<file path="src/core/adcc_pkg.sv">
// shared constants and types of the delta-sigma conversion control
// assumes a single 100 MHz device clock for all logic
package adcc_pkg;

	// ----------------------------------------------------------------
	// timing
	// ----------------------------------------------------------------
	localparam int CLK_HZ = 100000000;
	localparam int SAMPLE_HZ = 192000;
	localparam int NOM_BITS = 12;
	// modulator bits per decimated sample at the nominal rate
	localparam logic [15:0] NOM_RATIO = 16'(CLK_HZ / SAMPLE_HZ);
	// samples since a filter clear before a result is trusted
	localparam logic [2:0] SETTLE_CNT = 3'h4;

	// ----------------------------------------------------------------
	// widths
	// ----------------------------------------------------------------
	localparam int RATIO_W = 16;
	localparam int SMP_W = 18;
	localparam int AVG_W = 8;
	localparam int RES_W = 26;

	// ----------------------------------------------------------------
	// operating modes
	// ----------------------------------------------------------------
	localparam logic [1:0] MODE_SINGLE = 2'h0;
	localparam logic [1:0] MODE_CONT = 2'h1;
	localparam logic [1:0] MODE_FAST = 2'h2;
	localparam logic [1:0] MODE_AVG = 2'h3;

	// ----------------------------------------------------------------
	// sequencer states and reset values
	// ----------------------------------------------------------------
	typedef enum logic [3:0] {
		ST_IDLE = 4'h1,
		ST_RESET = 4'h2,
		ST_CONV = 4'h4,
		ST_HOLD = 4'h8
	} adcc_state_t;
	localparam adcc_state_t ST_RST_VAL = ST_IDLE;
	localparam logic [RES_W-1:0] RESULT_RST_VAL = 26'h0000000;

endpackage

</file>
<file path="src/core/adcc_decim.sv">
// decimator: turns the modulator bit stream into parallel sample words
// assumes one modulator bit per enabled clock, already synchronised
`timescale 1ns/1ps
module adcc_decim import adcc_pkg::*; (
	input wire logic clock,
	input wire logic reset_n,
	input wire logic ce,
	input wire logic clr,
	input wire logic bit_in,
	input wire logic [RATIO_W-1:0] ratio,
	output logic smp_ok,
	output logic [SMP_W-1:0] smp_word
);

	typedef struct packed {
		logic [RATIO_W-1:0] cnt;
		logic [RATIO_W-1:0] acc;
		logic [2:0][RATIO_W-1:0] hist;
		logic [2:0] nsmp;
		logic [SMP_W-1:0] word;
		logic ok;
	} adcc_decim_t;

	adcc_decim_t s_r;
	adcc_decim_t s_nxt;
	logic [RATIO_W-1:0] acc_in;
	logic [SMP_W-1:0] sum;

	// zero selects the nominal ratio
	function automatic logic [RATIO_W-1:0] adcc_last(
		input logic [RATIO_W-1:0] r
	);
		logic [RATIO_W-1:0] eff;
		eff = (r == 16'h0000) ? NOM_RATIO : r;
		return eff - 16'h0001;
	endfunction

	// ----------------------------------------------------------------
	// next state
	// ----------------------------------------------------------------
	always_comb begin
		s_nxt = s_r;
		s_nxt.ok = 1'b0;
		acc_in = s_r.acc + RATIO_W'(bit_in);
		sum = SMP_W'(acc_in);
		if (clr) begin
			s_nxt.cnt = '0;
			s_nxt.acc = '0;
			s_nxt.hist = '0;
			s_nxt.nsmp = 3'h0;
		end else if (s_r.cnt >= adcc_last(ratio)) begin
			// sinc pipeline: each word spans the last four partial sums
			for (int i = 0; i < 3; i++) begin
				sum = sum + SMP_W'(s_r.hist[i]);
			end
			s_nxt.hist = {s_r.hist[1:0], acc_in};
			s_nxt.word = sum;
			s_nxt.cnt = '0;
			s_nxt.acc = '0;
			if (s_r.nsmp != SETTLE_CNT) begin
				s_nxt.nsmp = s_r.nsmp + 3'h1;
			end
			s_nxt.ok = (s_r.nsmp >= SETTLE_CNT - 3'h1);
		end else begin
			s_nxt.cnt = s_r.cnt + 16'h0001;
			s_nxt.acc = acc_in;
		end
	end

	always_ff @(posedge clock) begin
		if (!reset_n) begin
			s_r <= '0;
		end else if (ce) begin
			s_r <= s_nxt;
		end
	end

	assign smp_ok = s_r.ok;
	assign smp_word = s_r.word;

	// ----------------------------------------------------------------
	// checks
	// ----------------------------------------------------------------
	settled_word_a: assert property (
		@(posedge clock) disable iff (!reset_n)
		smp_ok |-> s_r.nsmp == SETTLE_CNT)
		else $error("sample word flagged before four samples");
	clear_blocks_a: assert property (
		@(posedge clock) disable iff (!reset_n)
		(ce && clr) |=> !smp_ok && s_r.nsmp == 3'h0)
		else $error("filter clear did not discard history");

endmodule

</file>
<file path="src/core/adcc_ctrl.sv">
// conversion sequencer of the delta-sigma converter
// assumes software strobes are one-cycle pulses on the clock; the trigger
// pin and the modulator bit come from outside and are synchronised here
`timescale 1ns/1ps

module adcc_ctrl import adcc_pkg::*; (
	input wire logic clock,
	input wire logic reset_n,
	input wire logic ce,
	input wire logic [1:0] mode,
	input wire logic start_bit,
	input wire logic stop,
	input wire logic soc_in,
	input wire logic mod_bit,
	input wire logic mux_change,
	input wire logic [RATIO_W-1:0] dec_ratio,
	input wire logic [AVG_W-1:0] avg_len,
	input wire logic result_rd,
	output logic [RES_W-1:0] result,
	output logic done,
	output logic eoc,
	output logic mod_reset,
	output logic idle
);

	typedef struct packed {
		logic soc_s1;
		logic soc_s2;
		logic soc_s3;
		logic bit_s1;
		logic bit_s2;
		adcc_state_t st;
		logic [1:0] mode_q;
		logic [AVG_W-1:0] avg_n;
		logic [RES_W-1:0] post;
		logic [RES_W-1:0] result;
		logic done;
		logic eoc;
		logic mod_rst;
		logic dclr;
		logic idle;
	} adcc_ctrl_t;

	localparam adcc_ctrl_t CTRL_RST = '{
		st: ST_RST_VAL,
		result: RESULT_RST_VAL,
		dclr: 1'b1,
		idle: 1'b1,
		default: '0
	};

	adcc_ctrl_t s_r;
	adcc_ctrl_t s_nxt;
	logic soc_rise;
	logic start_req;
	logic smp_ok;
	logic [SMP_W-1:0] smp_word;
	logic cap;
	logic [RES_W-1:0] cap_val;
	logic [RES_W-1:0] avg_sum;
	logic [AVG_W:0] avg_eff;

	// ----------------------------------------------------------------
	// decimator
	// ----------------------------------------------------------------
	// a zero ratio selects the nominal 12-bit, 192 ksps setting
	adcc_decim u_decim (
		.clock(clock),
		.reset_n(reset_n),
		.ce(ce),
		.clr(s_r.dclr),
		.bit_in(s_r.bit_s2),
		.ratio(dec_ratio),
		.smp_ok(smp_ok),
		.smp_word(smp_word)
	);

	// ----------------------------------------------------------------
	// start decode
	// ----------------------------------------------------------------
	// an idle-low trigger pin never rises, so leaving it open is harmless
	assign soc_rise = s_r.soc_s2 & ~s_r.soc_s3;
	assign start_req = start_bit | soc_rise;

	// ----------------------------------------------------------------
	// sequencer
	// ----------------------------------------------------------------
	always_comb begin
		s_nxt = s_r;
		cap = 1'b0;
		cap_val = '0;
		avg_sum = s_r.post + RES_W'(smp_word);
		avg_eff = (avg_len == 8'h00) ? 9'h001 : {1'b0, avg_len};
		s_nxt.soc_s1 = soc_in;
		s_nxt.soc_s2 = s_r.soc_s1;
		s_nxt.soc_s3 = s_r.soc_s2;
		s_nxt.bit_s1 = mod_bit;
		s_nxt.bit_s2 = s_r.bit_s1;
		case (s_r.st)
			ST_IDLE: begin
				if (start_req) begin
					s_nxt.st = ST_RESET;
					s_nxt.mode_q = mode;
				end
			end
			ST_RESET: begin
				// a stop pulse landing on a fast filter reset must not be lost
				if (stop) begin
					s_nxt.st = ST_IDLE;
				end else begin
					s_nxt.st = ST_CONV;
				end
				s_nxt.avg_n = '0;
				s_nxt.post = '0;
			end
			ST_CONV: begin
				if (stop) begin
					s_nxt.st = ST_IDLE;
				end else if (smp_ok) begin
					if (s_r.mode_q == MODE_AVG) begin
						// sinc1 post-filter widens both ratio and resolution
						if ({1'b0, s_r.avg_n} + 9'h001 >= avg_eff) begin
							cap = 1'b1;
							cap_val = avg_sum;
							s_nxt.post = '0;
							s_nxt.avg_n = '0;
						end else begin
							s_nxt.post = avg_sum;
							s_nxt.avg_n = s_r.avg_n + 8'h01;
						end
					end else begin
						cap = 1'b1;
						cap_val = RES_W'(smp_word);
					end
					if (cap) begin
						case (s_r.mode_q)
							MODE_SINGLE: s_nxt.st = ST_HOLD;
							MODE_FAST: s_nxt.st = ST_RESET;
							default: s_nxt.st = ST_CONV;
						endcase
					end
				end
			end
			ST_HOLD: begin
				// new starts are ignored here until the result is taken
				if (result_rd) begin
					s_nxt.st = ST_IDLE;
				end
			end
			default: begin
				s_nxt.st = ST_IDLE;
			end
		endcase
		// only the reset state resets the modulator; the filter is also cleared outside conversion and on a mux change; averaging never returns there
		s_nxt.mod_rst = (s_nxt.st == ST_RESET);
		s_nxt.dclr = (s_nxt.st != ST_CONV) | mux_change;
		s_nxt.idle = (s_nxt.st == ST_IDLE);
		// a completion in the same cycle as a read keeps the flag set
		if (cap) begin
			s_nxt.result = cap_val;
			s_nxt.done = 1'b1;
			s_nxt.eoc = 1'b1;
		end else if (result_rd) begin
			s_nxt.done = 1'b0;
			s_nxt.eoc = 1'b0;
		end
	end

	always_ff @(posedge clock) begin
		if (!reset_n) begin
			s_r <= CTRL_RST;
		end else if (ce) begin
			s_r <= s_nxt;
		end
	end

	assign result = s_r.result;
	assign done = s_r.done;
	assign eoc = s_r.eoc;
	assign mod_reset = s_r.mod_rst;
	assign idle = s_r.idle;

	// ----------------------------------------------------------------
	// checks
	// ----------------------------------------------------------------
	start_taken_a: assert property (
		@(posedge clock) disable iff (!reset_n)
		(ce && s_r.st == ST_IDLE && start_req) |=> s_r.st == ST_RESET
			&& mod_reset)
		else $error("start request in standby not taken");
	eoc_held_a: assert property (
		@(posedge clock) disable iff (!reset_n)
		(eoc && !(ce && result_rd)) |=> eoc && done)
		else $error("eoc dropped without a result read");
	eoc_on_end_a: assert property (
		@(posedge clock) disable iff (!reset_n)
		(ce && cap) |=> eoc && result == $past(cap_val))
		else $error("conversion end did not raise eoc with result");
	single_back_a: assert property (
		@(posedge clock) disable iff (!reset_n)
		(ce && s_r.st == ST_HOLD && result_rd) |=> idle && !eoc && !done)
		else $error("single mode did not return to standby");
	start_ignored_a: assert property (
		@(posedge clock) disable iff (!reset_n)
		(ce && s_r.st == ST_HOLD && !result_rd) |=> s_r.st == ST_HOLD)
		else $error("start accepted before standby");
	cont_runs_a: assert property (
		@(posedge clock) disable iff (!reset_n)
		(ce && s_r.st == ST_CONV && s_r.mode_q == MODE_CONT && !stop)
			|=> s_r.st == ST_CONV && !mod_reset)
		else $error("continuous mode interrupted without stop");
	stop_ends_a: assert property (
		@(posedge clock) disable iff (!reset_n)
		(ce && stop && (s_r.st == ST_CONV || s_r.st == ST_RESET))
			|=> idle)
		else $error("stop did not return the channel to standby");
	fast_restart_a: assert property (
		@(posedge clock) disable iff (!reset_n)
		(ce && cap && s_r.mode_q == MODE_FAST) |=> mod_reset ##1
			(s_r.st == ST_CONV || !$past(ce) || $past(stop)))
		else $error("fast filter did not reset and restart");
	avg_no_reset_a: assert property (
		@(posedge clock) disable iff (!reset_n)
		(ce && s_r.st == ST_CONV && s_r.mode_q == MODE_AVG && !stop)
			|=> !mod_reset && s_r.st == ST_CONV)
		else $error("modulator reset during averaging");

endmodule

</file>
<file path="config.mk">
export PLATFORM = sky130hd
export DESIGN_NAME = adcc_ctrl
export DESIGN_NICKNAME = d
export VERILOG_FILES = /design/src/core/adcc_pkg.sv /design/src/core/adcc_decim.sv /design/src/core/adcc_ctrl.sv
export SDC_FILE = /design/constraint.sdc
export NUM_CORES = 1
export LEC_CHECK = 0
export BUFFER_PORTS_ARGS = -buffer_cell sky130_fd_sc_hd__buf_2
export CORE_ASPECT_RATIO = 1.4
export CORE_MARGIN = 3
export CORE_UTILIZATION = 52
export CTS_CLUSTER_DIAMETER = 30
export CTS_CLUSTER_SIZE = 24
export DETAILED_ROUTE_END_ITERATION = 7
export GPL_TIMING_DRIVEN = 0
export PLACE_DENSITY = 0.77
export SLEW_MARGIN = 5
export SYNTH_ARGS = -nofsm -noshare
export SYNTH_HDL_FRONTEND = slang
export SYNTH_SLANG_ARGS = --single-unit
</file>
<file path="constraint.sdc">
create_clock -name clock -period 11.1 [get_ports clock]
set_input_delay 1.665 -clock clock [delete_from_list [all_inputs] [get_ports clock]]
set_output_delay 1.665 -clock clock [all_outputs]
set_load 0.02 [all_outputs]
</file>
==> flow_metrics.py, run 1 <==
metrics = {
    "synth": {
        "syn_area_sq_um": 11200,
        "synth_flop_cell": "dfxtp_1",
        "syn_area_per_cell_sq_um": 8.32,
        "async_flop_share_pct": 0,
        "synth_seq_cells": 177,
        "ys_types": 82,
        "yosysSeqAreaShare_pct": 31.7,
        "syn_nets": 1484,
        "synth_enable_flop_cells": 0,
        "ys_warn_count": 0,
        "synthCells": 1344,
    },
    "sta": {
        "fin_setup_tns_ns": 0,
        "setup-violations-final": 0,
        "fin_crit_ns": 5.36,
        "slew_headroom_pct": 30.7,
        "hold_violations": 0,
        "fmax_mhz": 187,
        "rsz0062_at_grt": "false",
        "whs_ns": 0.451,
        "worst_pin_slew_ns": 1.03,
        "setup_ws_ns": 5.74,
        "finalCritPeriodShare_pct": 48.3,
        "drv_slew": 0,
        "fin_skew_ns": 0.0106,
    },
    "clocking": {
        "cts_tree": "built",
        "post_cts_buffers": 0,
        "cts_root_buf": "clkbuf_16",
        "cts.sinks": 177,
        "hold_buffers": 0,
        "cts_resized": 0,
        "h-tree-depth": 4,
        "clock_path_buffers": 2,
        "cts.clk_slew.worst_paths_ns": 0.07,
        "clk-insertion-delay-late_ns": 0.44,
        "cts_buffers": 17,
    },
    "worst_setup_path": {
        "critical_path_required_ns": 11.46,
        "rrSetupSlack_ns": 6.07,
        "critPathLaunchType": "primary input",
        "reg2reg_from": "u_decim.s_r[71]",
        "startpoint": "dec_ratio[7]",
        "worstPathArrival_ns": 5.72,
        "end_kind": "flop",
        "endpoint": "u_decim.smp_word[17]",
        "regToRegEndpoint": "u_decim.smp_word[16]",
        "r2r_cells": 18,
        "critPathKind": "in2reg",
        "critPathMaxFanout": 10,
    },
    "global_route": {
        "grt_pass1_vias": 9669,
        "met3_usage_pct": 3.56,
        "overflow": 0,
        "grt.busiest_layer": "met2",
        "globalRouteMet2Util_pct": 43.8,
        "antenna_found_initial": 0,
        "gr-usage-met1_pct": 27.6,
        "track_usage_pct": 24.6,
        "grt_max_degree": 18,
        "grt_pass1_wl_um": 46700,
    },
    "power": {
        "p_per_area_nw_per_um2": 103,
        "power_leakage_nw": 5.39,
        "ir_drop_v": 0.000113,
        "power_mw": 1.27,
    },
    "die": {
        "row_count": 62,
        "chipWidth_um": 130,
        "start_util_pct": 53.8,
        "die_height_um": 180,
        "io_pins": 65,
        "fp.coreArea_sq_um": 20800,
        "dieArea_sq_um": 23300,
    },
    "place": {
        "routabilityCongestion": 0.934,
        "post-place-cells": 1664,
        "port_buffers": 64,
        "preCtsSetupSlack_ns": 5.34,
        "hpwlAfterDp_um": 22200,
    },
    "cells_and_area": {
        "final_common_cell": "dfxtp_1",
        "mostFrequentLayoutCells": "dfxtp_1, nor2_1, nand2_1",
        "num-nets-final": 1567,
        "drive_gt1_share_pct": 11.0,
        "synthToLayoutAreaGrowth_pct": 10.7,
        "antenna_cells": 0,
        "fillers": 1879,
        "final_cells": 1696,
    },
    "routing": {
        "wirelength_um": 28800,
        "first_pass_iters": 5,
        "vias": 10000,
        "viasPerCell": 5.91,
        "first_iter_violations": 695,
        "drc": 0,
        "postRouteAntennaNets": 0,
        "drt-wirelength-per-cell_um": 17.0,
    },
    "run_status": {
        "status": "complete, no violations",
    },
    "hold_path": {
        "hold_depth": 2,
        "hold_path_class": "reg2reg",
    },
    "job": {
        "drv_cap": 0,
    },
}
[where the power goes]
part	internal [mW]	total (mW)	switching (mW)
combinational	0.0178	0.0568	0.0390
clock	0.293	0.574	0.281
sequential	0.637	0.640	0.00242
total	0.948	1.27	0.322
[worst max-delay path, cell delays in order]
cell and delay (ns):
buf_2 0.12, or4_1 0.59, nor4_2 0.40, nand2b_1 0.25, nand2_1 0.16, nor4_1 0.07, xnor2_1 0.14, ha_1 0.31
nand2_1 0.05, nor2_1 0.15, o211ai_1 0.15, o21a_2 0.30, nor3_2 0.33, clkbuf_1 0.56, o221ai_1 0.28, a21oi_1 0.17
[routing by layer]
metal / wire length [um] / vias to the layer above
met4: 1620 / 0
met5: 0 / -
met3: 1230 / 101
met1: 11400 / 4700
met2: 14600 / 280
li1: - / 4938
[final cells by class]
type | count | area [sq um] | area share [%]
multi-input cells | 992 | 6870 | 55.5
flip-flops and latches | 177 | 3540 | 28.6
plain buffers | 82 | 427 | 3.45
clock buffers | 17 | 425 | 3.44
inverters | 93 | 349 | 2.82
repair buffers | 64 | 320 | 2.59
well taps | 256 | 320 | 2.59
clock inverters | 15 | 126 | 1.02
[how the worst min path moves through the flow]
stage	slack, ns	end	startpoint
4_1_cts	0.46	result[19]	result[19]
3_5_place_dp	0.44	result[24]	result[24]
2_1_floorplan	0.43	result[19]	result[19]
6_report	0.45	result[19]	result[19]
3_3_place_gp	0.43	result[19]	result[19]
5_1_grt	0.48	result[24]	result[24]
[cells by family after synthesis]
group,synth area share (%)
adder cells (fa/ha/maj),13.0
XOR/XNOR,6.58
multiplexers,1.07
flip-flops,31.7
AO/OA/AOI/OAI,23.6
buffers and inverters,6.94
AND/OR/NAND/NOR,17.1
[through the flow]
stage / util [%] / cell area [sq um]
2_1_floorplan: - / 11200
3_3_place_gp: 56.9 / 11800
3_5_place_dp: 56.9 / 11800
4_1_cts: 59.5 / 12400
5_1_grt: 59.5 / 12400
6_report: 59.5 / 12400
[Yosys cell counts, types with 14 or more instances]
master,count,share of area [%]
dfxtp_1,177,32
nor2_1,160,5.4
nand2_1,104,3.5
inv_1,91,3.1
ha_1,86,9.6
a21oi_1,84,3.8
a22oi_1,67,4.5
o21ai_0,53,2.4
xnor2_1,52,4.1
clkbuf_1,42,1.4
nand3_1,36,1.6
xor2_1,32,2.5
a21o_1,29,1.9
buf_4,29,1.9
fa_1,19,3.4
nand4_1,19,1.1
nor3_1,18,0.81
and3_1,17,0.95
o211ai_1,16,1.1
o21a_1,14,0.94
[sequential cells by signal (all words and copies together), names as in the netlist]
register          flops
u_decim.s_r          83
idle                  1
s_r                  43
done                  1
s_nxt                 3
u_decim.smp_word     18
mod_reset             1
u_decim.smp_ok        1
result               26
No activity file was read; power rests on OpenSTA's default activity.
==> run 2: changes to the inputs <==
- ABC_AREA: not set -> 1
- clock period: 11.1 -> 5.2 ns (I/O delays scaled with it)
==> run 2 against run 1 <==
  * Setup slack got worse by 5.3 ns
  * Non-clock buffer count fell by 7
  * Sequential power rose by 110%
  * Critical endpoint is now u_decim.smp_word[16]
  * Core utilization fell by 0.29 points
  * Largest cell class unchanged
  * Synthesized cell count rose by 20%
  * Global-route usage rose by 0.74 points
  * Cell count rose by 16%
==> flow_metrics.py, run 2 <==
metrics = {
    "sta": {
        "finalCritPeriodShare_pct": 91.9,
        "setup_ws_ns": 0.420,
        "slew_headroom_pct": 46.8,
        "fin_setup_tns_ns": 0,
        "setup-violations-final": 0,
        "fin_skew_ns": 0.00846,
        "fin_crit_ns": 4.78,
        "fmax_mhz": 209,
        "drv_slew": 0,
        "worst_pin_slew_ns": 0.798,
        "rsz0062_at_grt": "false",
        "hold_violations": 0,
    },
    "clocking": {
        "cts_buffers": 17,
        "clock_path_buffers": 2,
        "cts.clk_slew.worst_paths_ns": 0.06,
        "clk-insertion-delay-late_ns": 0.44,
        "cts_root_buf": "clkbuf_16",
        "cts_tree": "built",
        "cts_resized": 0,
        "cts.sinks": 177,
        "post_cts_buffers": 0,
        "h-tree-depth": 4,
        "hold_buffers": 0,
    },
    "cells_and_area": {
        "antenna_cells": 0,
        "multi_input_area_sq_um": 6610,
        "synthToLayoutAreaGrowth_pct": 11.3,
        "fillers": 2031,
        "fin_util_pct": 59.2,
        "seqCellArea_sq_um": 3540,
        "drive_gt1_share_pct": 9.27,
        "largest_reg_flops": 83,
        "top_register": "u_decim.s_r",
        "final_area_sq_um": 12600,
        "num-nets-final": 1833,
        "mostFrequentLayoutCells": "nand2_1, a21oi_1, inv_1",
        "final_common_cell": "nand2_1",
    },
    "routing": {
        "vias": 10600,
        "drc": 0,
        "postRouteAntennaNets": 0,
        "wirelength_um": 29300,
        "first_iter_violations": 663,
        "first_pass_iters": 5,
        "drt-wirelength-per-cell_um": 14.9,
        "viasPerCell": 5.41,
    },
    "power": {
        "power_leakage_nw": 5.70,
        "comb_power_share_pct": 4.9,
        "p_int_mw": 2.25,
        "ir_drop_v": 0.000237,
        "pwr-share-clk_pct": 47.6,
        "p_switching_mw": 0.637,
        "swShare_pct": 22.1,
        "p_per_area_nw_per_um2": 229,
        "power_mw": 2.88,
        "seq_power_share_pct": 47.5,
    },
    "run_status": {
        "status": "complete, no violations",
    },
    "synth": {
        "ys_warn_count": 0,
        "async_flop_share_pct": 0,
        "synth_top_area_share_pct": 31.3,
        "syn_area_per_cell_sq_um": 7.04,
        "ys_types": 47,
        "syn_area_sq_um": 11300,
        "yosys-top-cells-count": "nand2_1, a21oi_1, inv_1, dfxtp_1, nor2_1",
        "yosysTopAreaCell": "dfxtp_1",
        "yosysMostFrequentCell": "nand2_1",
        "synthCells": 1610,
        "synth_flop_cell": "dfxtp_1",
        "syn_nets": 1750,
        "synth_seq_cells": 177,
        "synth.area.top_cells": "dfxtp_1, nand2_1, a21oi_1, ha_1, inv_1",
        "synth_enable_flop_cells": 0,
        "yosysSeqAreaShare_pct": 31.3,
    },
    "worst_setup_path": {
        "end_kind": "flop",
        "critPathKind": "reg2reg",
        "critical_path_required_ns": 5.52,
        "critPathMaxFanout": 5,
        "critPathLaunchType": "flop",
        "worstPathArrival_ns": 5.10,
    },
    "die": {
        "fp.coreArea_sq_um": 21300,
        "row_count": 63,
        "die_height_um": 181,
        "io_pins": 65,
        "chipWidth_um": 131,
        "start_util_pct": 53.2,
        "dieArea_sq_um": 23600,
    },
    "global_route": {
        "grt_pass1_vias": 10400,
        "overflow": 0,
        "track_usage_pct": 25.4,
        "grt_max_degree": 17,
        "grt_pass1_wl_um": 48600,
        "antenna_found_initial": 0,
    },
    "place": {
        "port_buffers": 64,
        "preCtsSetupSlack_ns": 0.419,
        "dpl_cell_area_sq_um": 12000,
        "routabilityCongestion": 0.968,
        "hpwlAfterDp_um": 23300,
    },
    "hold_path": {
        "hold_path_class": "reg2reg",
    },
    "job": {
        "drv_cap": 0,
    },
}
## run 2: cell types whose count changed in the layout (fill, tap and decap cells not counted), sizes merged, moves of 25 or more
cell	change
a21o	-26
nand2	+288
nor2	-41
a22oi	-53
inv	+103
o21ai	+25
a21oi	+130
## run 2: power groups by stage
stage | combinational [mW] | clock, mW | sequential [mW]
final | 0.141 | 1.37 | 1.37
after global routing | 0.158 | 1.44 | 1.37
after CTS | 0.141 | 1.39 | 1.37
after detailed placement | 0.140 | 0 | 1.40
after global placement | 0.137 | 0 | 1.40
after floorplan | 0.0838 | 0 | 1.40
## run 2: worst max-delay path, cell delays in order, from the launching register on
cell     delay (ns)
dfxtp_1        0.40
ha_1           0.21
nand3_1        0.09
nor2_1         0.14
nand2_1        0.10
nor2_2         0.16
xor2_1         0.29
ha_1           0.22
inv_1          0.07
o21ai_0        0.18
a21oi_1        0.09
nand2_1        0.07
nand2_1        0.10
o21ai_0        0.34
a21oi_1        0.13
o21ai_0        0.24
xor2_1         0.28
fa_1           0.46
inv_1          0.06
ha_1           0.28
a21oi_1        0.21
o31ai_1        0.08
a21oi_1        0.12
nand2_1        0.08
xnor2_1        0.18
a21oi_1        0.09
## run 2: layer usage
| metal | global-route usage [%] | part of all wire [%] |
|---|---|---|
| met1 | 27.9 | 39 |
| met3 | 3.74 | 3.4 |
| met2 | 46.4 | 53 |
| met5 | 0 | 0 |
| met4 | 12.1 | 4.3 |
## run 2: per-stage QoR
step | hold slack, ns | cells
final | 0.458 | 1964
after global routing | 0.479 | 1964
after CTS | 0.462 | 1964
after detailed placement | 0.452 | 1934
after global placement | 0.444 | 1934
after floorplan | 0.434 | 1610
## run 2: final timing paths
kind / from / to / slack (ns) / depth (start not counted)
max: s_r[71] / u_decim.smp_word[16] / 0.42 / 25
min: s_r[73] / s_r[73] / 0.46 / 2
max reg2reg: s_r[71] / u_decim.smp_word[16] / 0.42 / 25
min reg2reg: s_r[73] / s_r[73] / 0.46 / 2
## run 2: layout make-up
type | instances | area share (%)
flip-flops and latches | 177 | 28.1
clock inverters | 8 | 1.22
inverters | 202 | 6.01
repair buffers | 64 | 2.54
multi-input cells | 1156 | 52.4
clock buffers | 22 | 3.76
well taps | 260 | 2.58
plain buffers | 75 | 3.37
## run 2: logic make-up (layout without fill, tap and decap cells)
logic type | after synthesis | count (layout) | synth area share [%]
AOI/OAI and AO/OA | 347 | 347 | 16.5
adders and majority gates | 105 | 105 | 12.9
buffers and inverters | 277 | 371 | 10.4
DFF | 177 | 177 | 31.3
and+or+nand+nor | 621 | 621 | 22.5
xor gates and xnor gates | 83 | 83 | 6.42
==> run 3: changes to the inputs <==
--- a/config.mk
+++ b/config.mk
@@ -16,4 +16,5 @@
 export GPL_TIMING_DRIVEN = 0
 export PLACE_DENSITY = 0.77
+export RECOVER_POWER = 100
 export SLEW_MARGIN = 5
 export SYNTH_ARGS = -nofsm -noshare
==> constraint.sdc (replaced) <==
create_clock -name clock -period 5.2 [get_ports clock]
set_input_delay 0.52 -clock clock [delete_from_list [all_inputs] [get_ports clock]]
set_output_delay 0.52 -clock clock [all_outputs]
set_load 0.02 [all_outputs]
==> run 3 against run 2 <==
  * Core utilization fell by 0.49 points
  * First-iteration DRC count is 7.8% lower
  * Total power about the same
  * Non-clock buffer count unchanged
  * Largest power group unchanged
  * Cell count stayed put
  * Critical endpoint is now u_decim.smp_word[14]
  * Global-route usage unchanged
  * Count of clock-buffer cells in the layout stayed put
  * Critical path depth increased by 2
  * Design area shrank 0.82%
  * Die area stayed put
  * Wire length is 0.33% higher
  * Combinational power hardly changed
==> flow_metrics.py, run 3 (synthesized netlist as in run 2, its figures left out) <==
metrics = {
    "cells_and_area": {
        "final_common_cell": "nand2_1",
        "drive_gt1_share_pct": 6.22,
        "final_cells": 1964,
        "num-nets-final": 1833,
        "fin_util_pct": 58.8,
        "mostFrequentLayoutCells": "nand2_1, a21oi_1, inv_1",
        "largest_reg_flops": 83,
        "synthToLayoutAreaGrowth_pct": 10.4,
        "top_register": "u_decim.s_r",
        "final_area_sq_um": 12500,
        "antenna_cells": 0,
    },
    "clocking": {
        "cts.clk_slew.worst_paths_ns": 0.06,
        "cts_tree": "built",
        "cts_root_buf": "clkbuf_16",
        "post_cts_buffers": 0,
        "h-tree-depth": 4,
        "clock_path_buffers": 2,
        "cts_resized": 0,
        "cts_buffers": 17,
        "cts.sinks": 177,
        "clk-insertion-delay-late_ns": 0.44,
        "hold_buffers": 0,
    },
    "global_route": {
        "track_usage_pct": 25.4,
        "gr-usage-met1_pct": 27.9,
        "grt_max_degree": 17,
        "overflow": 0,
        "grt_pass1_wl_um": 48600,
        "grt_pass1_vias": 10400,
        "antenna_found_initial": 0,
        "met3_usage_pct": 3.74,
        "globalRouteMet2Util_pct": 46.4,
        "grt.busiest_layer": "met2",
    },
    "routing": {
        "first_pass_iters": 6,
        "postRouteAntennaNets": 0,
        "drc": 0,
        "vias": 10700,
        "drt-wirelength-per-cell_um": 15.0,
        "first_iter_violations": 611,
        "wirelength_um": 29400,
        "viasPerCell": 5.44,
    },
    "die": {
        "die_height_um": 181,
        "io_pins": 65,
        "row_count": 63,
        "dieArea_sq_um": 23600,
        "start_util_pct": 53.2,
        "fp.coreArea_sq_um": 21300,
        "chipWidth_um": 131,
    },
    "worst_setup_path": {
        "critPathLaunchType": "flop",
        "worstPathArrival_ns": 5.14,
        "startpoint": "s_r[71]",
        "reg2reg_from": "s_r[71]",
        "critical_path_required_ns": 5.57,
        "critPathMaxFanout": 4,
        "critPathMaxStageDelay_ns": 0.51,
        "critPathKind": "reg2reg",
        "end_kind": "flop",
        "crit_path_top_delay_cell": "fa_1",
    },
    "sta": {
        "rsz0062_at_grt": "false",
        "setup-violations-final": 0,
        "fin_setup_tns_ns": 0,
        "slew_headroom_pct": 46.4,
        "hold_violations": 0,
        "drv_slew": 0,
        "fmax_mhz": 210,
        "finalCritPeriodShare_pct": 91.8,
        "fin_skew_ns": 0.00912,
        "fin_crit_ns": 4.77,
        "worst_pin_slew_ns": 0.805,
    },
    "run_status": {
        "status": "complete, no violations",
    },
    "place": {
        "dpl_cell_area_sq_um": 12000,
        "post-place-cells": 1934,
        "hpwlAfterDp_um": 23300,
        "routabilityCongestion": 0.968,
        "port_buffers": 64,
    },
    "hold_path": {
        "hold_path_class": "in2reg",
        "hp-start": "soc_in",
    },
    "power": {
        "p_per_area_nw_per_um2": 230,
        "power_mw": 2.88,
        "power_leakage_nw": 5.50,
        "ir_drop_v": 0.000236,
    },
    "job": {
        "drv_cap": 0,
    },
}
## run 3: changes by cell type in the layout (fill, tap and decap cells not counted), sizes merged
cell	before	now
clkbuf	52	97
buf	109	64
## run 3: worst paths after layout
kind,end,depth (start not counted),slack (ns)
max,u_decim.smp_word[14],27,0.43
min,s_nxt[74],3,0.31
max reg2reg,u_decim.smp_word[14],27,0.43
min reg2reg,s_r[73],2,0.46
## run 3: where the power goes
group | total (mW) | switching (mW) | leakage [nW] | internal, mW
logic | 0.139 | 0.0987 | 3.77 | 0.0407
clock network | 1.37 | 0.532 | 0.302 | 0.839
registers | 1.37 | 0.00602 | 1.43 | 1.36
total | 2.88 | 0.637 | 5.50 | 2.24
## run 3: routing by layer
metal  wire (um)  vias to the layer above
li1            -                     5383
met1       11600                     4929
met2       15500                      288
met3        1010                       88
met4        1280                        0
met5           0                        -
## run 3: metrics by stage
step / hold slack [ns] / setup WS (ns)
after floorplan: 0.434 / 1.23
after global placement: 0.444 / 0.482
after detailed placement: 0.452 / 0.419
after CTS: 0.297 / 0.378
after global routing: 0.301 / 0.0240
final: 0.306 / 0.428
## run 3: cell type report
class | instances | area [sq um]
Tap cell | 260 | 325
Buffer | 75 | 385
Sequential cell | 177 | 3540
Inverter | 202 | 758
Fill cell | 2062 | 8780
Timing Repair Buffer | 64 | 282
Clock inverter | 8 | 154
Multi-Input combinational cell | 1156 | 6580
Clock buffer | 22 | 474
## run 3: critical path: cells and delay by family (launching register included)
family / cells / cell delay [ns]
adders and majority gates: 4 / 1.34
and+or+nand+nor: 12 / 1.51
DFF: 1 / 0.41
AOI/OAI and AO/OA: 4 / 0.62
buffers and inverters: 4 / 0.36
xor gates and xnor gates: 3 / 0.47
